### src/osa_map.svh
// Register offsets, field positions, reset values and advance counts of the output advancement bank.
// Assumes inclusion by its bare name from the package; the modules use its macros without including it.
`ifndef OSA_MAP_SVH
`define OSA_MAP_SVH

// Printed offsets are register indices; byte address is four times the index
`define OSA_LOCAL_BASE_IDX 8'h83
`define OSA_LOCAL_LAST_IDX 8'hA2
`define OSA_BACK_BASE_IDX 8'hA3
`define OSA_BACK_LAST_IDX 8'hC2
`define OSA_MODE_IDX 8'hF0
`define OSA_ADV_LSB 0
`define OSA_ADV_MSB 1
`define OSA_ADV_RESET 2'h0
`define OSA_STREAMS 32
`define OSA_STREAMS_32M 16
// Advance per field step, in system clock cycles
`define OSA_STEP_LOW 2
`define OSA_STEP_32M 1
`define OSA_MAX_ADV 6

`endif

### src/osa_pkg.sv
// Types shared by the output advancement bank.
// Assumes osa_map.svh is on the include path.
package osa_pkg;
  `include "osa_map.svh"

  typedef logic [1:0] osa_adv_t;

  typedef struct packed {
    logic [31:0] paddr;
    logic psel;
    logic penable;
    logic pwrite;
    logic [31:0] pwdata;
  } osa_apb_req_t;

  typedef struct packed {
    logic [31:0] prdata;
    logic pready;
    logic pslverr;
  } osa_apb_rsp_t;

  typedef enum logic [1:0] {
    OSA_IDLE = 2'b00,
    OSA_ACCESS = 2'b01
  } osa_state_t;
endpackage

### src/osa_shift.sv
// Per-stream advance line: picks one of seven taps of a delay line.
// Assumes input stream is delayed by the maximum advance; zero advance uses the longest tap.
`timescale 1ns/1ps
module osa_shift
  import osa_pkg::*;
#(
  parameter int MAX_ADV = `OSA_MAX_ADV
) (
  // Clock, reset, enable
  input wire logic pclk,
  input wire logic presetn,
  input wire logic ce,
  // Stream
  input wire logic din,
  input wire logic [2:0] adv_cycles,
  output logic dout
);
  typedef struct packed {
    logic [MAX_ADV:0] line;
    logic out;
  } osa_shift_st_t;

  osa_shift_st_t s_q, s_d;

  always_comb begin
    s_d = s_q;
    if (ce) begin
      s_d.line = {s_q.line[MAX_ADV-1:0], din};
      // Longest tap is the frame-aligned position
      s_d.out = s_q.line[3'(MAX_ADV) - adv_cycles];
    end
  end

  always_ff @(posedge pclk or negedge presetn) begin
    if (!presetn) begin
      s_q <= '0;
    end else begin
      s_q <= s_d;
    end
  end

  assign dout = s_q.out;
endmodule

### src/osa_bank.sv
// Output advancement bank: APB registers and per-stream output shift for local and backplane ports.
// Assumes serial data arrive at the system clock rate, already timed for the maximum advance.
//
// Notes on behaviour
// - Thirty-two local advance registers at indices 83h to A2h set each local stream's advance.
// - Thirty-two backplane advance registers at indices A3h to C2h set each backplane stream's advance.
// - In low-rate mode registers 0 to 31 apply, in 32 Mbps mode only registers 0 to 15.
// - Each register holds a two-bit field in bits 1:0 resetting to zero; upper bits read zero.
// - At 2 to 16 Mbps the field advances the output by 0, 2, 4 or 6 cycles.
// - At 32 Mbps the field advances the output by 0, 1, 2 or 3 cycles.
// - The advance is per stream, relative to that stream's frame boundary.
// - A zero field keeps the stream aligned with the generated frame pulse.
`timescale 1ns/1ps
module osa_bank
  import osa_pkg::*;
#(
  parameter int STREAMS = `OSA_STREAMS
) (
  // Clock, reset, enable
  input wire logic pclk,
  input wire logic presetn,
  input wire logic ce,
  // APB slave
  input wire logic [31:0] paddr,
  input wire logic psel,
  input wire logic penable,
  input wire logic pwrite,
  input wire logic [31:0] pwdata,
  output logic [31:0] prdata,
  output logic pready,
  output logic pslverr,
  // Frame timing
  input wire logic frame_pulse_in,
  output logic generated_frame_pulse,
  // Local streams
  input wire logic [STREAMS-1:0] local_stream_in,
  output logic [STREAMS-1:0] local_serial_out,
  // Backplane streams
  input wire logic [STREAMS-1:0] backplane_stream_in,
  output logic [STREAMS-1:0] backplane_serial_out
);
  typedef struct packed {
    logic [STREAMS-1:0][1:0] local_adv;
    logic [STREAMS-1:0][1:0] back_adv;
    logic local_32m;
    logic back_32m;
    logic [31:0] rdata;
    logic err;
    logic [`OSA_MAX_ADV:0] fp_line;
    logic fp;
  } osa_st_t;

  osa_st_t s_q, s_d;

  // ------------------------------------------------------------
  // Address decode
  // ------------------------------------------------------------
  logic [7:0] idx;
  logic aligned;
  logic in_local;
  logic in_back;
  logic is_mode;
  logic [7:0] loc_n;
  logic [7:0] bak_n;
  logic access;

  assign idx = paddr[9:2];
  assign aligned = (paddr[1:0] == 2'h0) && (paddr[31:10] == 22'h0);
  assign in_local = aligned && idx >= `OSA_LOCAL_BASE_IDX && idx <= `OSA_LOCAL_LAST_IDX;
  assign in_back = aligned && idx >= `OSA_BACK_BASE_IDX && idx <= `OSA_BACK_LAST_IDX;
  assign is_mode = aligned && idx == `OSA_MODE_IDX;
  assign loc_n = idx - 8'(`OSA_LOCAL_BASE_IDX);
  assign bak_n = idx - 8'(`OSA_BACK_BASE_IDX);
  assign access = psel && penable && ce;

  // ------------------------------------------------------------
  // Register file
  // ------------------------------------------------------------
  always_comb begin
    s_d = s_q;
    if (access) begin
      s_d.err = !(in_local || in_back || is_mode);
      s_d.rdata = 32'h0;
      if (pwrite) begin
        if (in_local) begin
          s_d.local_adv[loc_n[4:0]] = pwdata[`OSA_ADV_MSB:`OSA_ADV_LSB];
        end
        if (in_back) begin
          s_d.back_adv[bak_n[4:0]] = pwdata[`OSA_ADV_MSB:`OSA_ADV_LSB];
        end
        if (is_mode) begin
          s_d.local_32m = pwdata[0];
          s_d.back_32m = pwdata[1];
        end
      end
    end
    if (ce) begin
      // frame pulse on the zero-advance tap
      s_d.fp_line = {s_q.fp_line[`OSA_MAX_ADV-1:0], frame_pulse_in};
      s_d.fp = s_q.fp_line[`OSA_MAX_ADV];
    end
  end

  // Read data is combinational from the registers; the bus answers with no wait state while ce is high
  always_comb begin
    prdata = 32'h0;
    if (psel && penable && !pwrite) begin
      if (in_local) begin
        prdata = {30'h0, s_q.local_adv[loc_n[4:0]]};
      end else if (in_back) begin
        prdata = {30'h0, s_q.back_adv[bak_n[4:0]]};
      end else if (is_mode) begin
        prdata = {30'h0, s_q.back_32m, s_q.local_32m};
      end
    end
  end

  // Freezing on low enable also stretches the access phase
  assign pready = ce;
  assign pslverr = psel && penable && !(in_local || in_back || is_mode);

  always_ff @(posedge pclk or negedge presetn) begin
    if (!presetn) begin
      s_q <= '0;
    end else begin
      s_q <= s_d;
    end
  end

  assign generated_frame_pulse = s_q.fp;

  // ------------------------------------------------------------
  // Per-stream advance
  // ------------------------------------------------------------
  // encoding picked from port rate mode
  function automatic logic [2:0] adv_count(input logic [1:0] field, input logic is_32m, input int n);
    logic [2:0] c;
    c = 3'h0;
    // upper half unused in 32 Mbps mode
    if (is_32m && n >= `OSA_STREAMS_32M) begin
      c = 3'h0;
    end else if (is_32m) begin
      c = 3'(field * `OSA_STEP_32M);
    end else begin
      c = 3'(field * `OSA_STEP_LOW);
    end
    return c;
  endfunction

  genvar g;
  generate
    for (g = 0; g < STREAMS; g++) begin : g_str
      osa_shift #(.MAX_ADV(`OSA_MAX_ADV)) u_loc (
        .pclk(pclk),
        .presetn(presetn),
        .ce(ce),
        .din(local_stream_in[g]),
        .adv_cycles(adv_count(s_q.local_adv[g], s_q.local_32m, g)),
        .dout(local_serial_out[g])
      );
      osa_shift #(.MAX_ADV(`OSA_MAX_ADV)) u_bak (
        .pclk(pclk),
        .presetn(presetn),
        .ce(ce),
        .din(backplane_stream_in[g]),
        .adv_cycles(adv_count(s_q.back_adv[g], s_q.back_32m, g)),
        .dout(backplane_serial_out[g])
      );
    end
  endgenerate
endmodule

### config.mk
export PLATFORM = sky130hd
export DESIGN_NAME = osa_bank
export DESIGN_NICKNAME = d
export VERILOG_FILES = /design/src/osa_pkg.sv /design/src/osa_shift.sv /design/src/osa_bank.sv
export VERILOG_INCLUDE_DIRS = /design/src /design/src/src
export SDC_FILE = /design/constraint.sdc
export NUM_CORES = 1
export LEC_CHECK = 0
export ABC_AREA = 1
export BUFFER_PORTS_ARGS = -buffer_cell sky130_fd_sc_hd__buf_4
export CAP_MARGIN = 20
export CELL_PAD_IN_SITES_DETAIL_PLACEMENT = 1
export CELL_PAD_IN_SITES_GLOBAL_PLACEMENT = 2
export CORE_ASPECT_RATIO = 1.25
export CORE_MARGIN = 3
export CORE_UTILIZATION = 41
export CTS_BUF_LIST = sky130_fd_sc_hd__clkbuf_8
export CTS_CLUSTER_DIAMETER = 60
export DETAILED_ROUTE_END_ITERATION = 10
export PLACE_DENSITY = 0.86
export SLEW_MARGIN = 20
export SYNTH_ARGS = -nofsm -noshare
export SYNTH_HDL_FRONTEND = slang
export SYNTH_SLANG_ARGS = --single-unit
### constraint.sdc
create_clock -name pclk -period 5.3 [get_ports pclk]
set_clock_uncertainty 0.05 [all_clocks]
set_input_delay 0.265 -clock pclk [delete_from_list [all_inputs] [get_ports pclk]]
set_output_delay 0.265 -clock pclk [all_outputs]
set_load 0.01 [all_outputs]
==> reports/qor.csv, run 1 <==
metric,value,unit
status,"complete, no violations",
peak supply drop,0.000267,V
Max Buffers Root-to-Sink,3,
top_reg_cell synth,dfrtp_1,
post-synthesis instance total,3795,
via count,25354,
synth warn,0,
GR Util All Layers,22.1,%
DIE HEIGHT,313,microns
"Slew Viols, Final",0,
Total Wirelength,85.8,mm
RSZ-0062 raised after global routing,false,
ratio of cells with drive above 1 in the final layout,10.9,%
CP cell instances,"buf_4, inv_2, ha_1, buf_4, inv_1, buf_4, a21oi_1, o21ai_0, nand2_1, nand2_1, nand2_1, nor2_1, nand2_1, nand2_1, nand2_1, nor2_1, buf_4",
"Setup Fix Bufs, Post-CTS",0,
Synth cell types,44,
CP max-delay cell,ha_1,
fin util,47.5,%
hpwl dp,55.5,mm
WHS,0.136,ns
Layout area overhead,14.7,%
kind of critical path,in2out,
initial antenna violation count,7,
ys async rst share,100,%
grt total ovfl,0,
Initial Utilization,41.5,%
Critical Path Source Type,input port,
drc violations,0,
die area,0.0789,sq mm
io pins,234,
PD cells,328,mW/mm^2
minimum clock period,3.55,ns
drt first pass iters,5,
drt via density,5.06,
r2r setup slk,2.31,ns
Avg Inst Size Synth,8.16,sq um
max cap viols,0,
Core Region,0.0747,sq mm
largest net degree at the start of global routing,174,
fin crit share,67.0,%
final instance area,0.0355,sq mm
RD Place Congestion,0.808,
Yosys reg bits,650,
leakage,0.0170,uW
Critical path origin,paddr[2],
hold_sp,paddr[6],
Achievable Freq,282,MHz
first-pass GRT wire length,141,mm
CTS tree,built,
Initial DRC Count,1545,
Final ANT Viol Nets,0,
setup TNS,0,ns
CTS Sinks,650,
Crit. End Element,primary output,
H-tree lvl count,3,
worst endpoint required time,4.99,ns
relative slew slack,32.0,%
Worst Hold Class,in2reg,
final hold viol count,0,
Die W,252,microns
number of flops mapped to enable cells by yosys,0,
worst-path maximum fanout,36,
final setup vio count,0,
worst-skew pair later-pin latency,0.74,ns
CP arrival,3.23,ns
"slowest stage delay, CP",0.40,ns
Placed Instance Area,0.0325,sq mm
TritonCTS Buffers,109,
number of buffers added on ports,173,
Worst Tran Pin Value,1.02,ns
Final WS setup,1.75,ns
post-CTS sizing,0,
Crit Reg-Reg Startpoint,s_q[41],
"most used cell, CP",nand2_1,
"Cell Area, Synth",0.0310,sq mm
FP Rows,112,
pre-CTS setup slack,1.73,ns
CTS Hold Bufs,77,
Final #Nets,4117,
WL/cell,17.1,microns
Clock transition at path regs,0.07,ns
CTS root buf,clkbuf_8,
sequential share of the synthesized area,52.5,%
vias in the first global route,26559,
==> registers in the layout, summed over array words and instances (netlist names) <==
register               flops
g_str.u_loc.s_q          224
g_str.u_bak.dout          32
generated_frame_pulse      1
g_str.u_bak.s_q          224
g_str.u_loc.dout          32
s_q                      137
==> critical path: cells and delay by family <==
family,cells,cell delay [ns]
buf+inv,6,1.39
compound gates,2,0.15
fa+ha+maj,1,0.40
simple gates,8,0.98
==> final timing paths <==
check | endpoint | depth (start not counted)
hold / removal | s_q[41] | 6
setup / recovery | prdata[1] | 17
min in group asynchronous | s_q[52] | 3
setup reg to reg | g_str[9].u_bak.dout | 10
max in group asynchronous | s_q[6] | 4
hold reg to reg | g_str[24].u_bak.s_q[7] | 2
==> cell families (layout without fill, tap and decap cells) <==
group | after synthesis | count (layout) | share of synthesized area (%)
buffers and inverters | 666 | 875 | 9.46
other | 1 | 40 | 0.0121
flip-flops | 650 | 650 | 52.5
AO/OA/AOI/OAI | 1039 | 1039 | 17.6
adder cells (fa/ha/maj) | 36 | 36 | 1.45
XOR/XNOR | 34 | 34 | 1.05
AND/OR/NAND/NOR | 1369 | 1369 | 17.9
==> where the power goes <==
part / internal [uW] / switching [uW] / leakage [uW]
Sequential: 5490 / 281 / 0.00843
Combinational: 518 / 878 / 0.00726
Clock: 2410 / 2080 / 0.00129
Total: 8420 / 3240 / 0.0170
==> cell type report <==
| class | count | area [sq um] |
|---|---|---|
| antenna | 10 | 25.0 |
| inverter | 392 | 1480 |
| sequential | 650 | 16300 |
| tap | 969 | 1210 |
| multi-input combinational | 2508 | 11900 |
| fill | 9057 | 39200 |
| clock inverter | 57 | 267 |
| clock buffer | 141 | 1940 |
| timing repair buffer | 285 | 2440 |
==> layout by cell type, fill, tap and decap left out, types with 76 or more instances in the layout <==
master and n:
a21oi_1 177, buf_4 199, clkbuf_8 141, dfrtp_1 648, dlygate4sd3_1 76, inv_1 420, nand2_1 1111, nor2_1 126
o21ai_0 666, o21ai_1 87
==> routing by layer <==
layer  GRT usage, %  up-vias  wire length (microns)
li1               -    12446                      -
met3           3.39      110                   3070
met5              0        -                      0
met1           28.7    12476                  38700
met2           38.4      322                  42300
met4           6.22        0                   1700
==> through the flow <==
step	power, uW	std cells
after floorplan	6700	3824
after global placement	7180	4727
after detailed placement	7230	4727
after CTS	11900	5002
after global routing	12300	5008
final	11700	5012
==> cells in the mapped netlist, types with 21 or more instances <==
cell type | instances | share of area (%)
o21ai_0 | 666 | 11
a21oi_1 | 177 | 2.9
inv_1 | 378 | 4.6
buf_4 | 95 | 2.3
a31oi_1 | 41 | 0.83
nand3_1 | 67 | 1.1
clkbuf_1 | 163 | 2.0
nand2_4 | 21 | 0.76
xnor2_1 | 32 | 0.90
nand2_1 | 1111 | 13
o21ai_1 | 87 | 1.4
nor2_1 | 126 | 1.5
dfrtp_1 | 650 | 53
ha_1 | 36 | 1.5
o211ai_1 | 28 | 0.68
No activity file was read; power rests on OpenSTA's default activity.
==> inputs of run 2 (changes only) <==
--- a/config.mk
+++ b/config.mk
@@ -13,11 +13,11 @@
 export CELL_PAD_IN_SITES_GLOBAL_PLACEMENT = 2
 export CORE_ASPECT_RATIO = 1.25
 export CORE_MARGIN = 3
-export CORE_UTILIZATION = 41
+export CORE_UTILIZATION = 38
 export CTS_BUF_LIST = sky130_fd_sc_hd__clkbuf_8
 export CTS_CLUSTER_DIAMETER = 60
 export DETAILED_ROUTE_END_ITERATION = 10
-export PLACE_DENSITY = 0.86
+export PLACE_DENSITY = 0.81
 export SLEW_MARGIN = 20
 export SYNTH_ARGS = -nofsm -noshare
 export SYNTH_HDL_FRONTEND = slang
==> constraint.sdc (replaced) <==
create_clock -name pclk -period 3.4 [get_ports pclk]
set_clock_uncertainty 0.05 [all_clocks]
set_input_delay 0.17 -clock pclk [delete_from_list [all_inputs] [get_ports pclk]]
set_output_delay 0.17 -clock pclk [all_outputs]
set_load 0.01 [all_outputs]
==> run 2 against run 1 <==
Effect of this change:
- die area up 7.7%
- final area up 1.7%
- first-iteration DRC count down 7.2%
- utilization down 2.6 points
- sequential share of layout area down 0.77 points
- sequential cell count unchanged
- hold slack worse by 0.040 ns
- largest cell class unchanged
- largest power group unchanged
==> reports/qor.csv, run 2 (same netlist as run 1, synthesis figures left out) <==
metric,value,unit,change
kind of critical path,in2out,,
fin crit share,94.7,%,
most frequent cells in the layout,"nand2_1 (1,111), o21ai_0 (666), dfrtp_1 (648), inv_1 (418), buf_4 (221)",,
Critical Path Source Type,input port,,
PnR Total Power,18300,uW,+57%
CTS Sinks,650,,unchanged
status,"complete, no violations",,
Initial DRC Count,1433,,-7.2%
number of buffers added on ports,173,,unchanged
worst-skew pair later-pin latency,0.75,ns,about the same
via count,25526,,+0.68%
Die W,261,microns,+3.8%
CTS tree,built,,
Worst Hold Class,in2reg,,
final setup vio count,0,,unchanged
first-pass GRT wire length,144,mm,+2.1%
hpwl dp,58.7,mm,+5.7%
H-tree lvl count,3,,unchanged
CP arrival,3.00,ns,-0.23 ns
worst-path maximum fanout,3,,-92%
largest registers,"g_str.u_bak.s_q (224), g_str.u_loc.s_q (224), s_q (137)",,
CP max-delay cell,dlygate4sd3_1,,
Worst Tran Pin Value,1.13,ns,+0.113 ns
final hold viol count,0,,unchanged
setup TNS,0,ns,unchanged
initial antenna violation count,5,,-2
vias in the first global route,26458,,-0.38%
drt first pass iters,5,,unchanged
die area,0.0850,sq mm,+7.7%
largest net degree at the start of global routing,221,,+27%
Achievable Freq,310,MHz,
drt via density,4.96,,-1.9%
"Slew Viols, Final",0,,unchanged
Layout area overhead,16.6,%,
Crit. End Element,primary output,,
DIE HEIGHT,325,microns,+3.8%
Core Region,0.0804,sq mm,+7.7%
PD cells,507,mW/mm^2,+55%
ratio of cells with drive above 1 in the final layout,11.6,%,+0.69 points
CTS root buf,clkbuf_8,,
FP Rows,116,,+3.6%
Placed Instance Area,0.0330,sq mm,+1.5%
"slowest stage delay, CP",0.58,ns,+0.18 ns
Max Buffers Root-to-Sink,3,,unchanged
peak supply drop,0.000329,V,+23%
io pins,234,,unchanged
fillers,9694,,+7.0%
TritonCTS Buffers,109,,unchanged
Final ANT Viol Nets,0,,unchanged
GR Util All Layers,21.0,%,-1.1 points
post-CTS sizing,0,,unchanged
relative slew slack,24.5,%,-7.5 points
RD Place Congestion,0.835,,+3.4%
minimum clock period,3.22,ns,
worst endpoint required time,3.18,ns,-1.81 ns
max cap viols,0,,unchanged
Final WS setup,0.179,ns,-1.57 ns
final instance area,0.0361,sq mm,+1.7%
leakage,0.0172,uW,+1.4%
"commonest non-fill, non-tap cell in the layout",nand2_1,,
CP cell instances,"dlygate4sd3_1, buf_4, nand3_1, dlygate4sd3_1, nor4_1, nand2_1, o21ai_0, inv_1, nand2_1, inv_1, nor2_1, buf_4",,
pre-CTS setup slack,0.688,ns,-1.04 ns
Clock transition at path regs,0.06,ns,about the same
WL/cell,17.2,microns,+0.30%
fin util,44.9,%,-2.6 points
RSZ-0062 raised after global routing,false,,
grt total ovfl,0,,unchanged
Initial Utilization,38.5,%,-2.9 points
Final #Nets,4160,,+1.0%
Total Wirelength,88.3,mm,+2.9%
drc violations,0,,unchanged
-- run 2: routing by layer --
metal | wire length, microns | vias up | track usage (%)
met5 | 34 | - | 0
met4 | 1860 | 4 | 5.96
met3 | 2960 | 134 | 2.77
met2 | 42900 | 357 | 35.4
met1 | 40600 | 12503 | 28.2
li1 | - | 12528 | -
-- run 2: path summary, 6_finish.rpt --
path                                        start                endpoint  slack (ns)  cells past startpoint
setup / recovery                         paddr[7]               prdata[1]        0.18                     12
max in group asynchronous                 presetn  g_str[18].u_loc.s_q[4]        2.53                      4
min in group asynchronous                 presetn    g_str[10].u_bak.dout        0.14                      3
setup reg to reg                          s_q[42]    g_str[14].u_loc.dout        0.78                     10
hold reg to reg            g_str[15].u_loc.s_q[5]  g_str[15].u_loc.s_q[6]        0.42                      2
hold / removal                           paddr[6]                s_q[140]         0.1                      7
-- run 2: repair_timing --
| item | 4_1_cts | 5_1_grt |
|---|---|---|
| buffers inserted | 0 | 0 |
| hold buffers | 89 | 0 |
| endpoints found under the hold margin | 627 | 0 |
-- run 2: critical path, delay by kind of cell --
kind | cells | cell delay [ns]
buffers and inverters | 6 | 1.57
AND/OR/NAND/NOR | 5 | 1.05
AO/OA/AOI/OAI | 1 | 0.21
-- run 2: power breakdown --
part           switching (uW)  internal, uW  leakage [uW]
clock                    3300          3790       0.00129
sequential                446          8560       0.00843
combinational            1370           851       0.00750
-- run 2: metrics by stage --
step | hold slack [ns] | cells
6_report | 0.0959 | 5143
5_1_grt | 0.0862 | 5141
4_1_cts | 0.0132 | 5138
3_5_place_dp | 0.125 | 4851
3_3_place_gp | 0.126 | 4851
2_1_floorplan | -0.176 | 3824
-- run 2: final cells by class --
| class | count | area [sq um] | area share [%] |
|---|---|---|---|
| Sequential cell | 650 | 16300 | 45.0 |
| Clock buffer | 138 | 1900 | 5.26 |
| Multi-Input combinational cell | 2508 | 11900 | 32.9 |
| Antenna cell | 5 | 12.5 | 0.0346 |
| Inverter | 392 | 1480 | 4.09 |
| Clock inverter | 60 | 329 | 0.911 |
| Tap cell | 1062 | 1330 | 3.68 |
| Timing Repair Buffer | 328 | 2920 | 8.08 |
